$ cat src/hbi_pkg.sv
// shared constants and types of the host port block
package hbi_pkg;
  // register select codes
  localparam logic [2:0] HBI_SEL_EVENT  = 3'h0;
  localparam logic [2:0] HBI_SEL_MASK   = 3'h1;
  localparam logic [2:0] HBI_SEL_CTRL   = 3'h2;
  localparam logic [2:0] HBI_SEL_STATUS = 3'h3;
  // reset values
  localparam logic [7:0] HBI_MASK_RST   = 8'h00;
  localparam logic [7:0] HBI_CTRL_RST   = 8'h00;
  localparam logic [7:0] HBI_SCRATCH_RST = 8'h00;
  // control field positions
  localparam int HBI_CTRL_MODE_LSB = 0;
  localparam int HBI_CTRL_DIV_LSB  = 2;
  // event bit of the hook switch
  localparam int HBI_EV_HOOK = 0;
  // frame period and mclk divider
  localparam int HBI_FRAME_NS  = 125000;
  localparam int HBI_CLK_NS    = 25;
  localparam int HBI_FRAME_CYC = HBI_FRAME_NS / HBI_CLK_NS;
  localparam int HBI_DIV_W     = 8;

  typedef enum logic [1:0] {
    HBI_MODE_IDLE  = 2'b00,
    HBI_MODE_DATA  = 2'b01,
    HBI_MODE_VOICE = 2'b11,
    HBI_MODE_DOWN  = 2'b10
  } hbi_mode_e;

  // host strobes as sampled
  typedef struct packed {
    logic       cs_n;
    logic       rd_n;
    logic       wr_n;
    logic [2:0] sel;
    logic [7:0] data;
  } hbi_strobe_s;
endpackage

$ cat src/hbi_host_port.sv
// host port: strobed register access, frame-paced interrupt, hook events
`timescale 1ns/1ps

module hbi_host_port
  import hbi_pkg::*;
#(
  parameter int FRAME_CYC = HBI_FRAME_CYC,
  parameter int NSCRATCH  = 4
) (
  input  wire logic       ref_clk,
  input  wire logic       rst_n,
  input  wire logic       device_reset,
  input  wire logic       cs_n,
  input  wire logic       rd_n,
  input  wire logic       wr_n,
  input  wire logic [2:0] register_select,
  input  wire logic [7:0] host_bus_in,
  output logic      [7:0] host_bus_out,
  output logic            host_bus_oe,
  output logic            int_n,
  input  wire logic       hook_switch_in,
  input  wire logic [6:0] event_in,
  output logic            mclk_out,
  output hbi_mode_e       mode_out
);

  // ---------------------------------------------------------------
  // reset and pin sampling
  // ---------------------------------------------------------------
  logic        any_rst;
  hbi_strobe_s pin_now;
  hbi_strobe_s sync1_reg;
  hbi_strobe_s sync2_reg;
  hbi_strobe_s prev_reg;
  logic        hook1_reg;
  logic        hook2_reg;
  logic        hook_prev_reg;
  logic  [2:0] hook_live_reg;

  // both resets act at the next edge; the system reset also holds the
  // clock divider, the device reset does not
  // a strobe already low at release is seen as a fresh access, so hosts
  // should release the strobes before releasing reset
  // device reset acts in the same clock as the system reset
  assign any_rst = !rst_n || device_reset;

  // pins gathered so they cross the sync stages as one word
  assign pin_now = '{cs_n: cs_n,
                     rd_n: rd_n,
                     wr_n: wr_n,
                     sel:  register_select,
                     data: host_bus_in};

  // only the second stage and the edge memory feed the logic; the first may be metastable
  // and nothing else reads it
  // two stages; data and select travel with the strobes so they stay aligned
  always_ff @(posedge ref_clk) begin
    if (any_rst) begin
      sync1_reg <= '{cs_n: 1'b1, rd_n: 1'b1, wr_n: 1'b1, sel: 3'h0, data: 8'h00};
      sync2_reg <= '{cs_n: 1'b1, rd_n: 1'b1, wr_n: 1'b1, sel: 3'h0, data: 8'h00};
      prev_reg  <= '{cs_n: 1'b1, rd_n: 1'b1, wr_n: 1'b1, sel: 3'h0, data: 8'h00};
    end else begin
      sync1_reg <= pin_now;
      sync2_reg <= sync1_reg;
      prev_reg  <= sync2_reg;
    end
  end

  // hook switch synchroniser and edge memory
  always_ff @(posedge ref_clk) begin
    if (any_rst) begin
      hook1_reg     <= 1'b1;
      hook2_reg     <= 1'b1;
      hook_prev_reg <= 1'b1;
    end else begin
      hook1_reg     <= hook_switch_in;
      hook2_reg     <= hook1_reg;
      hook_prev_reg <= hook2_reg;
    end
  end

  // edge memory is trusted only once the pin has filled all three stages;
  // a switch held low through reset would otherwise look like a change
  always_ff @(posedge ref_clk) begin
    if (any_rst) begin
      hook_live_reg <= 3'h0;
    end else begin
      hook_live_reg <= {hook_live_reg[1:0], 1'b1};
    end
  end

  // ---------------------------------------------------------------
  // access decode
  // ---------------------------------------------------------------
  logic rd_fall;
  logic wr_rise;
  logic hook_edge;
  logic ev_read;

  // latency: a strobe edge at the pins is acted on at the third clock
  // edge after it, two for the synchroniser and one for the edge memory;
  // select and data come from the same sampled word as the strobe,
  // so the host must hold them for three clocks around each edge
  // strobes count only while chip select is low
  assign rd_fall = !sync2_reg.cs_n && prev_reg.rd_n && !sync2_reg.rd_n;
  // rising write edge qualified by the select still low before it
  assign wr_rise = !prev_reg.cs_n && !prev_reg.wr_n && sync2_reg.wr_n;
  // a level seen through reset is not a change, so edges wait for the pipe
  assign hook_edge = hook_live_reg[2] && (hook2_reg ^ hook_prev_reg);
  assign ev_read = rd_fall && (sync2_reg.sel == HBI_SEL_EVENT);

  // ---------------------------------------------------------------
  // registers
  // ---------------------------------------------------------------
  logic [7:0] event_reg;
  logic [7:0] event_next;
  logic [7:0] event_set;
  logic [7:0] mask_reg;
  logic [7:0] ctrl_reg;
  logic [7:0] scratch_reg [NSCRATCH];
  logic [7:0] status_val;
  logic [7:0] read_val;

  // select map: 0 pending events, 1 mask, 2 control, 3 status (read only),
  // 4 to 7 general storage; writes to 0 and 3 are dropped
  // event bit 0 is the hook switch, bits 7:1 come from the other sources
  assign event_set = {event_in, hook_edge};

  // sticky events; a set in the clearing cycle survives
  always_comb begin
    event_next = event_reg;
    if (ev_read) begin
      event_next = 8'h00; // read clears the pending bits
    end
    // clear first, then or in the new sets, so the set wins
    event_next = event_next | event_set;
  end

  // pending events, dropped only by the event read or a reset
  always_ff @(posedge ref_clk) begin
    if (any_rst) begin
      event_reg <= 8'h00;
    end else begin
      event_reg <= event_next;
    end
  end

  // writable registers, stored on the write strobe rising edge
  // select codes 0 and 3 fall into the default and are dropped
  always_ff @(posedge ref_clk) begin
    if (any_rst) begin
      mask_reg <= HBI_MASK_RST;
      ctrl_reg <= HBI_CTRL_RST; // idle mode after reset
    end else if (wr_rise) begin
      case (prev_reg.sel)
        HBI_SEL_MASK: begin
          mask_reg <= prev_reg.data;
        end
        HBI_SEL_CTRL: begin
          ctrl_reg <= prev_reg.data;
        end
        default: begin
        end
      endcase
    end
  end

  // general storage behind the upper select codes
  // only the low two select bits index it, so four entries are reachable
  always_ff @(posedge ref_clk) begin
    if (any_rst) begin
      for (int i = 0; i < NSCRATCH; i++) begin
        scratch_reg[i] <= HBI_SCRATCH_RST;
      end
    end else if (wr_rise && prev_reg.sel[2]) begin
      scratch_reg[prev_reg.sel[1:0]] <= prev_reg.data;
    end
  end

  assign mode_out = hbi_mode_e'(ctrl_reg[HBI_CTRL_MODE_LSB +: 2]);
  assign status_val = {5'h00, mode_out, hook2_reg};

  // read mux
  // works on the sampled select, so a select change mid-strobe is not seen
  always_comb begin
    case (sync2_reg.sel)
      HBI_SEL_EVENT:  read_val = event_reg;
      HBI_SEL_MASK:   read_val = mask_reg;
      HBI_SEL_CTRL:   read_val = ctrl_reg;
      HBI_SEL_STATUS: read_val = status_val;
      default:        read_val = scratch_reg[sync2_reg.sel[1:0]];
    endcase
  end

  // ---------------------------------------------------------------
  // bus drive
  // ---------------------------------------------------------------
  logic [7:0] rdata_reg;

  // the pins see the enable at once but the data only three clocks after
  // the read strobe falls; until then the previous read value shows, so a
  // host must not sample before that point
  // data is latched once per read, so it holds steady from then to the end of the strobe
  always_ff @(posedge ref_clk) begin
    if (any_rst) begin
      rdata_reg <= 8'h00;
    end else if (rd_fall) begin
      rdata_reg <= read_val;
    end
  end

  assign host_bus_out = rdata_reg;
  // enable straight from the pins so the bus frees without sync delay;
  // a write strobe wins if both strobes are low to avoid contention
  assign host_bus_oe = !cs_n && !rd_n && wr_n;

  // ---------------------------------------------------------------
  // frame-paced interrupt
  // ---------------------------------------------------------------
  localparam int FW = $clog2(FRAME_CYC);
  logic [FW-1:0] frame_cnt_reg;
  logic          frame_tick;
  logic          int_n_reg;

  // one tick per frame; the count restarts on either reset so the first
  // tick after release comes a full frame later
  assign frame_tick = (frame_cnt_reg == FW'(FRAME_CYC - 1));

  // free-running frame counter
  always_ff @(posedge ref_clk) begin
    if (any_rst) begin
      frame_cnt_reg <= '0;
    end else if (frame_tick) begin
      frame_cnt_reg <= '0;
    end else begin
      frame_cnt_reg <= frame_cnt_reg + 1'b1;
    end
  end

  // events show on the pin only at a frame boundary; the event read frees it at once
  // a read and a tick in one cycle: the read wins, and events kept from
  // that cycle show at the next tick
  always_ff @(posedge ref_clk) begin
    if (any_rst) begin
      int_n_reg <= 1'b1;
    end else if (ev_read) begin
      int_n_reg <= 1'b1;
    end else if (frame_tick) begin
      // sticky low: narrowing the mask later does not free the pin early
      int_n_reg <= int_n_reg && !(|(event_reg & mask_reg));
    end
  end

  assign int_n = int_n_reg;

  // ---------------------------------------------------------------
  // master clock
  // ---------------------------------------------------------------
  logic [HBI_DIV_W-1:0] div_cnt_reg;
  logic [HBI_DIV_W-1:0] div_top;
  logic                 mclk_reg;

  // the divider is the host's own clock source, so only the system reset
  // stops it; a device reset returns the divide select to zero, the
  // fastest rate, which keeps the host running
  // half period of 2^sel cycles; held by system reset only, not device reset
  assign div_top = HBI_DIV_W'((1 << ctrl_reg[HBI_CTRL_DIV_LSB +: 3]) - 1);

  always_ff @(posedge ref_clk) begin
    if (!rst_n) begin
      div_cnt_reg <= '0;
      mclk_reg    <= 1'b0;
    end else if (div_cnt_reg >= div_top) begin
      div_cnt_reg <= '0;
      mclk_reg    <= !mclk_reg; // keeps running through device reset
    end else begin
      div_cnt_reg <= div_cnt_reg + 1'b1;
    end
  end

  assign mclk_out = mclk_reg;

  // the port has no mode gating: all accesses work in idle
  // the mode field leaves this block on mode_out and in status and control reads; powering blocks
  // down by mode is the job of the logic that consumes it

endmodule // hbi_host_port

$ cat config.mk
export PLATFORM = sky130hd
export DESIGN_NAME = hbi_host_port
export DESIGN_NICKNAME = d
export VERILOG_FILES = /design/src/hbi_pkg.sv /design/src/hbi_host_port.sv
export SDC_FILE = /design/constraint.sdc
export NUM_CORES = 1
export LEC_CHECK = 0
export BUFFER_PORTS_ARGS = -buffer_cell sky130_fd_sc_hd__buf_4
export CORE_ASPECT_RATIO = 0.8
export CORE_MARGIN = 2
export CORE_UTILIZATION = 55
export CTS_BUF_LIST = sky130_fd_sc_hd__clkbuf_16
export DETAILED_ROUTE_END_ITERATION = 16
export HOLD_SLACK_MARGIN = 0.06
export PLACE_DENSITY = 0.74
export SYNTH_ARGS = -nofsm -noshare
export SYNTH_HDL_FRONTEND = slang
export SYNTH_SLANG_ARGS = --single-unit
$ cat constraint.sdc
create_clock -name ref_clk -period 5.3 [get_ports ref_clk]
set_input_delay 0.265 -clock ref_clk [delete_from_list [all_inputs] [get_ports ref_clk]]
set_output_delay 0.265 -clock ref_clk [all_outputs]
set_load 0.01 [all_outputs]
Word level (Yosys, flattened, before mapping)
Memory sizes are Yosys's and may differ from the RTL's. A register that Yosys moved wholly into a read port is not among the register bits.
Index checks and enable logic that the tools add are counted.
{ "classes": {"addsub": 3, "magnitude_cmp": 1, "n_eq_ne": 6, "shift": 1, "muxes": 12, "n_bitwise": 4, "n_reduce_logical": 28} }
{ "ops": {"columns": ["cell", "count"], "rows": [
  ["case mux 8 bit (4 select lines)", 1],
  ["two-way mux 8 bit", 2],
  ["OR reduction 8 bit", 2],
  ["adder 13 x 1 -> 13 bit (second input constant)", 1],
  ["equality test 13 bit (second input constant)", 1],
  ["logical AND 1 bit", 10],
  ["equality test 3 x 2 -> 1 bit (second input constant)", 3],
  ["zero test 1 bit", 9],
  ["adder 8 x 1 -> 8 bit (second input constant)", 1],
  ["bitwise AND 8 bit", 1],
  ["greater-or-equal comparator 8 bit", 1],
  ["bitwise OR 8 bit", 1],
  ["left shift 1 x 3 -> 8 bit (first input constant)", 1],
  ["subtractor 8 x 2 -> 8 bit (second input constant)", 1],
  ["two-way mux 1 bit", 7],
  ["equality test 3 x 1 -> 1 bit (second input constant)", 2],
  ["OR reduction 2 bit", 3],
  ["two-way mux 2 bit", 2],
  ["AND reduction 2 bit", 2],
  ["zero test 3 bit", 1],
  ["logical OR 1 bit", 1],
  ["inverter 1 bit", 1],
  ["XOR 1 bit", 1]
]} }
{ "totals": {"regBits": 103, "ram_bits": 32, "input_bits": 25, "output_inout_bits": 13, "wordCells": 84, "mem_count": 1} }
{ "mem_list": {"columns": ["memory", "words", "width", "read_ports", "rd_ports_with_merged_regs", "write_ports", "line_no", "text"], "rows": [
  ["scratch_reg", 4, 8, 1, 1, 4, "hbi_host_port.sv:120", "logic [7:0] scratch_reg [NSCRATCH];"]
]} }

Longest topological paths before layout
{ "logic_depth": {"word_depth": 9, "mapped_depth": 7, "depth_no_buf": 6} }

Worst setup path after synthesis
No wires, ideal clock.
{ "synth_timing": {"kind": "flip-flop to flip-flop", "start": "register ctrl_reg[4]", "end": "register div_cnt_reg[2]", "setup_ps": 79, "arrival_ps": 2126, "required_ps": 5221, "path_slack_ps": 3094, "stages_incl_launch_ff": 8, "n_path_buf": 1, "synth_period_minus_slack_ps": 2206, "cell_sequence": "dfxtp_1 > clkbuf_1 > or3_1 > ha_1 > nand2b_1 > a2111oi_0 > o31ai_1 > nor3_1"} }
{ "synth_between": {"elab_chain_cells": 4} }
{ "synth_rtl": {"columns": ["element", "line_no", "text"], "rows": [
  ["from (decl)", "hbi_host_port.sv:119", "logic [7:0] ctrl_reg;"],
  ["from (signal assigned)", "hbi_host_port.sv:160", "ctrl_reg <= prev_reg.data;"],
  ["left shift 1 x 3 -> 8 bit", "hbi_host_port.sv:267", "assign div_top = HBI_DIV_W'((1 << ctrl_reg[HBI_CTRL_DIV_LSB +: 3]) - 1);"],
  ["subtractor 8 x 2 -> 8 bit", "hbi_host_port.sv:267", null],
  ["greater-or-equal comparator 8 bit", "hbi_host_port.sv:273", "end else if (div_cnt_reg >= div_top) begin"],
  ["OR reduction 2 bit (no line)", null, null],
  ["to (signal assigned)", "hbi_host_port.sv:277", "div_cnt_reg <= div_cnt_reg + 1'b1;"],
  ["to (decl)", "hbi_host_port.sv:259", "logic [HBI_DIV_W-1:0] div_cnt_reg;"]
]} }
Every way passes these cells.
A chain may end at the register's enable or synchronous reset.

Final worst setup path
{ "layout_timing": {"start": "register ctrl_reg[3]", "end": "register div_cnt_reg[6]"} }
Same word-level chain as after synthesis.

==> results.txt <==
- Yosys printed 0 warnings.
- Port-buffer cells: 37
- Detailed-route vias per instance: 5.45
- Setup slack of the most critical reg-to-reg path: 2.66 ns
- Measured against the total synthesized area, the mux share comes to 9.23%.
* Number of maximum-capacitance constraint violations: 0
* Final hold violation count: 0
- Wire length of the first global-routing pass: 17.6 mm
* Max FFs per register: 32
- After synthesis the cells add up to 5290 um^2.
* Antenna Violating Nets Remaining: 0
* Final TNS setup: 0 ns
- Kind of end point of the critical path: flip-flop
- The synthesized netlist devotes 5.89% of its cell area to compound gates.
- The pre-antenna-repair detailed-routing pass consisted of 5 iterations.
- In this run the post-CTS setup repair buffer count came out at 0.
- Worst-skew pair later-pin latency: 0.42 ns
- The startpoint identified for the worst hold timing path is register_select[1].
* Number of pins with negative max-slew slack in the final report: 0
- Worst Hold End: sync1_reg[9]
- At the end of routability-driven placement, the weighted congestion stood at 0.824.
- Post-Synthesis Cells: 479
- Entering global routing, the biggest net connects 33 pins.
- Proportion of synthesized chip area in sequential cells: 57.2%
* Final antenna diode count: 0
* Post-Route WL: 10.4 mm
- In this run the critical register-to-register path is captured at div_cnt_reg[6].
- Total core area: 9190 um^2
- The initialized floorplan defines 31 standard-cell rows.
* XOR/XNOR share of the synthesized area: 2.98%
- Power density cells: 359 nW/um^2
- Number of remaining DRC errors: 0
* Static leakage power: 2.58 nW
- Rel. slew slack: 28.6%
- Depth of the worst register-to-register path: 6
- Share of flip-flops with an asynchronous set or reset after synthesis: 0%
- Hpwl dp: 7.11 mm
- Class of the tightest hold or removal check: input pin to flip-flop
- Sinks on the clock net: 135
- Net count, final: 567
- In the global route stage, overall resource usage came out at 22.0%.
- By area, the combinational part of the netlist is dominated by simple AND/OR/NAND/NOR gates.
* Hold Slack: 0.0631 ns
* Avg Inst Size Synth: 11.0 um^2
- At the worst endpoint, the required time is 5.62 ns.
* Buffer depth of the longest clock path: 2
- Across all layers, the routed design uses 3594 vias.
* Arrival time at the worst endpoint: 2.97 ns
- The synthesized design contains 32 enable-type register cells.
- Max Fclk: 0.378 GHz
- Global route total overflow: 0
- Across the VDD grid, the largest voltage drop is 0.234 mV.
* Fin crit share: 49.9%
* Overall die width: 114 um
- Result of the run: completed
- Hold buffer count at cts: 15
- Min Clock Period, post-route: 2.64 ns
* Total Die Area: 10400 um^2
- Worst-margin pin slew: 1.07 ns
- TritonCTS built the clock tree.
- Antenna violations before repair: 0
* Vias in the first global route: 3704
* Clk pin slew, worst setup/hold paths: 0.06 ns
- The area growth from synthesis to layout is 20.4%.
* Worst reg2reg path startpoint: ctrl_reg[3]
* Share of post-route cells with drive strength above 1: 18.5%
- In this run, synthesis produced a sequential element count of 135.
- In this run the vertical extent of the chip is 91.7 um.
- Summing the areas of all fa, ha and maj instances in the mapped netlist gives 2.37% of the synthesized area.
- Worst hold path stage count: 2
- Crit Path Category: flip-flop to flip-flop
* Cells resized by post-CTS repair: 0
- Net count after synthesis: 514
* CP max FO: 8
* Filler cell count: 663
* Starting Density: 57.5%
- In this run, distinct cell masters in the synthesized netlist total 47.
- The tree is rooted in a clkbuf_16.
* Synthesized-area fraction occupied by and/or/nand/nor cells: 19.0%
* Fin Clk Skew: 0.00843 ns
- CTS H-tree depth: 4
* Top FF cell, synth: dfxtp_1
* RSZ-0062 raised after global routing: false
* DRT iter0 DRCs: 169
* Finish-stage setup viols: 0
- I/O pin cnt: 38
* Wire length per cell after detailed routing: 15.8 um
- In this run, CTS created clock tree buffers numbering 17.
* Startpoint kind of the worst setup timing path: flip-flop
==> stage by stage <==
stage	cells	setup slack, ns	total power [mW]	instance area, um^2	utilization, %
global route	660	2.53	2.36	6360	69.2
finish	660	2.66	2.28	6360	69.2
global placement	613	2.99	1.18	5650	61.4
CTS	660	2.71	2.30	6360	69.2
detailed placement	613	2.83	1.18	5650	61.4
floorplan	479	3.09	1.15	5290	-
==> layout by cell type (no fill, tap or decap), types with 3 or more instances in the layout <==
| master | instances |
|---|---|
| a21oi_1 | 7 |
| a22o_1 | 7 |
| a22oi_1 | 4 |
| and2_1 | 36 |
| buf_4 | 44 |
| clkbuf_16 | 18 |
| clkinv_2 | 3 |
| dfxtp_1 | 103 |
| dlygate4sd3_1 | 15 |
| edfxtp_1 | 32 |
| ha_1 | 10 |
| inv_1 | 17 |
| inv_6 | 5 |
| mux2i_1 | 24 |
| mux4_2 | 11 |
| nand2_1 | 23 |
| nand2b_1 | 7 |
| nand3_1 | 6 |
| nand3b_1 | 6 |
| nand4_1 | 4 |
| nor2_1 | 63 |
| nor2b_1 | 5 |
| nor3_1 | 14 |
| o21ai_0 | 15 |
| o32ai_1 | 5 |
| or2_2 | 13 |
| xnor2_1 | 12 |
| xor2_1 | 6 |
==> where the power goes <==
group | total [mW] | switching, mW | internal, mW
Sequential | 1.09 | 0.0131 | 1.08
Combinational | 0.0802 | 0.0378 | 0.0424
Clock | 1.12 | 0.441 | 0.674
Total | 2.28 | 0.492 | 1.79
==> Yosys cell counts (4+ instances only) <==
| cell type | count | area [um^2] |
|---|---|---|
| xnor2_1 | 12 | 105 |
| inv_1 | 16 | 60.1 |
| a22o_1 | 7 | 61.3 |
| dfxtp_1 | 103 | 2060 |
| nand2b_1 | 7 | 43.8 |
| a21oi_1 | 7 | 35.0 |
| xor2_1 | 6 | 52.6 |
| mux2i_1 | 24 | 240 |
| o21ai_0 | 15 | 75.1 |
| nor2b_1 | 5 | 31.3 |
| nor2_1 | 63 | 236 |
| edfxtp_1 | 32 | 961 |
| nand3b_1 | 6 | 45.0 |
| nand2_1 | 23 | 86.3 |
| and2_1 | 36 | 225 |
| nand3_1 | 6 | 30.0 |
| o32ai_1 | 5 | 43.8 |
| a22oi_1 | 4 | 30.0 |
| ha_1 | 10 | 125 |
| buf_2 | 4 | 20.0 |
| nor3_1 | 14 | 70.1 |
| clkbuf_1 | 18 | 67.6 |
| nand4_1 | 4 | 25.0 |
| mux4_2 | 11 | 248 |
| or2_2 | 13 | 81.3 |
==> layer usage <==
layer | wire [um] | vias up | share of wire (%) | track usage [%]
met4 | 244 | 0 | 2.3 | 8.03
met3 | 463 | 28 | 4.4 | 6.94
met1 | 4650 | 1720 | 45 | 27.1
met2 | 5070 | 85 | 49 | 36.6
li1 | - | 1761 | - | -
met5 | 0 | - | 0 | 0
==> layout make-up <==
type	instances	area [um^2]	area share (%)
inverter	16	60.1	0.944
multi-input combinational	303	2090	32.8
clock inverter	14	119	1.87
timing repair buffer	59	480	7.55
sequential	135	3020	47.5
clock buffer	18	450	7.08
tap	115	144	2.26
==> worst max-delay path: stages, from the launching register on <==
cell       delay (ns)
dfxtp_1          0.37
or3_1            0.37
ha_1             0.28
nand2b_1         0.14
a2111oi_0        0.76
o31ai_1          0.37
nor3_1           0.28
==> kinds of logic after synthesis <==
logic type               count (synthesis)
AO/OA/AOI/OAI                           46
adder cells (fa/ha/maj)                 10
buffers and inverters                   41
other                                    1
AND/OR/NAND/NOR                        193
multiplexers                            35
flip-flops                             135
XOR/XNOR                                18
==> worst max path at each step <==
stage | startpoint | end | slack (ns)
2_1_floorplan | ctrl_reg[4] | div_cnt_reg[2] | 3.09
3_3_place_gp | ctrl_reg[2] | div_cnt_reg[6] | 2.99
3_5_place_dp | ctrl_reg[3] | div_cnt_reg[2] | 2.83
4_1_cts | ctrl_reg[3] | div_cnt_reg[2] | 2.71
5_1_grt | ctrl_reg[3] | div_cnt_reg[6] | 2.53
6_report | ctrl_reg[3] | div_cnt_reg[6] | 2.66
Note: power is estimated with default switching activity, not from simulation.
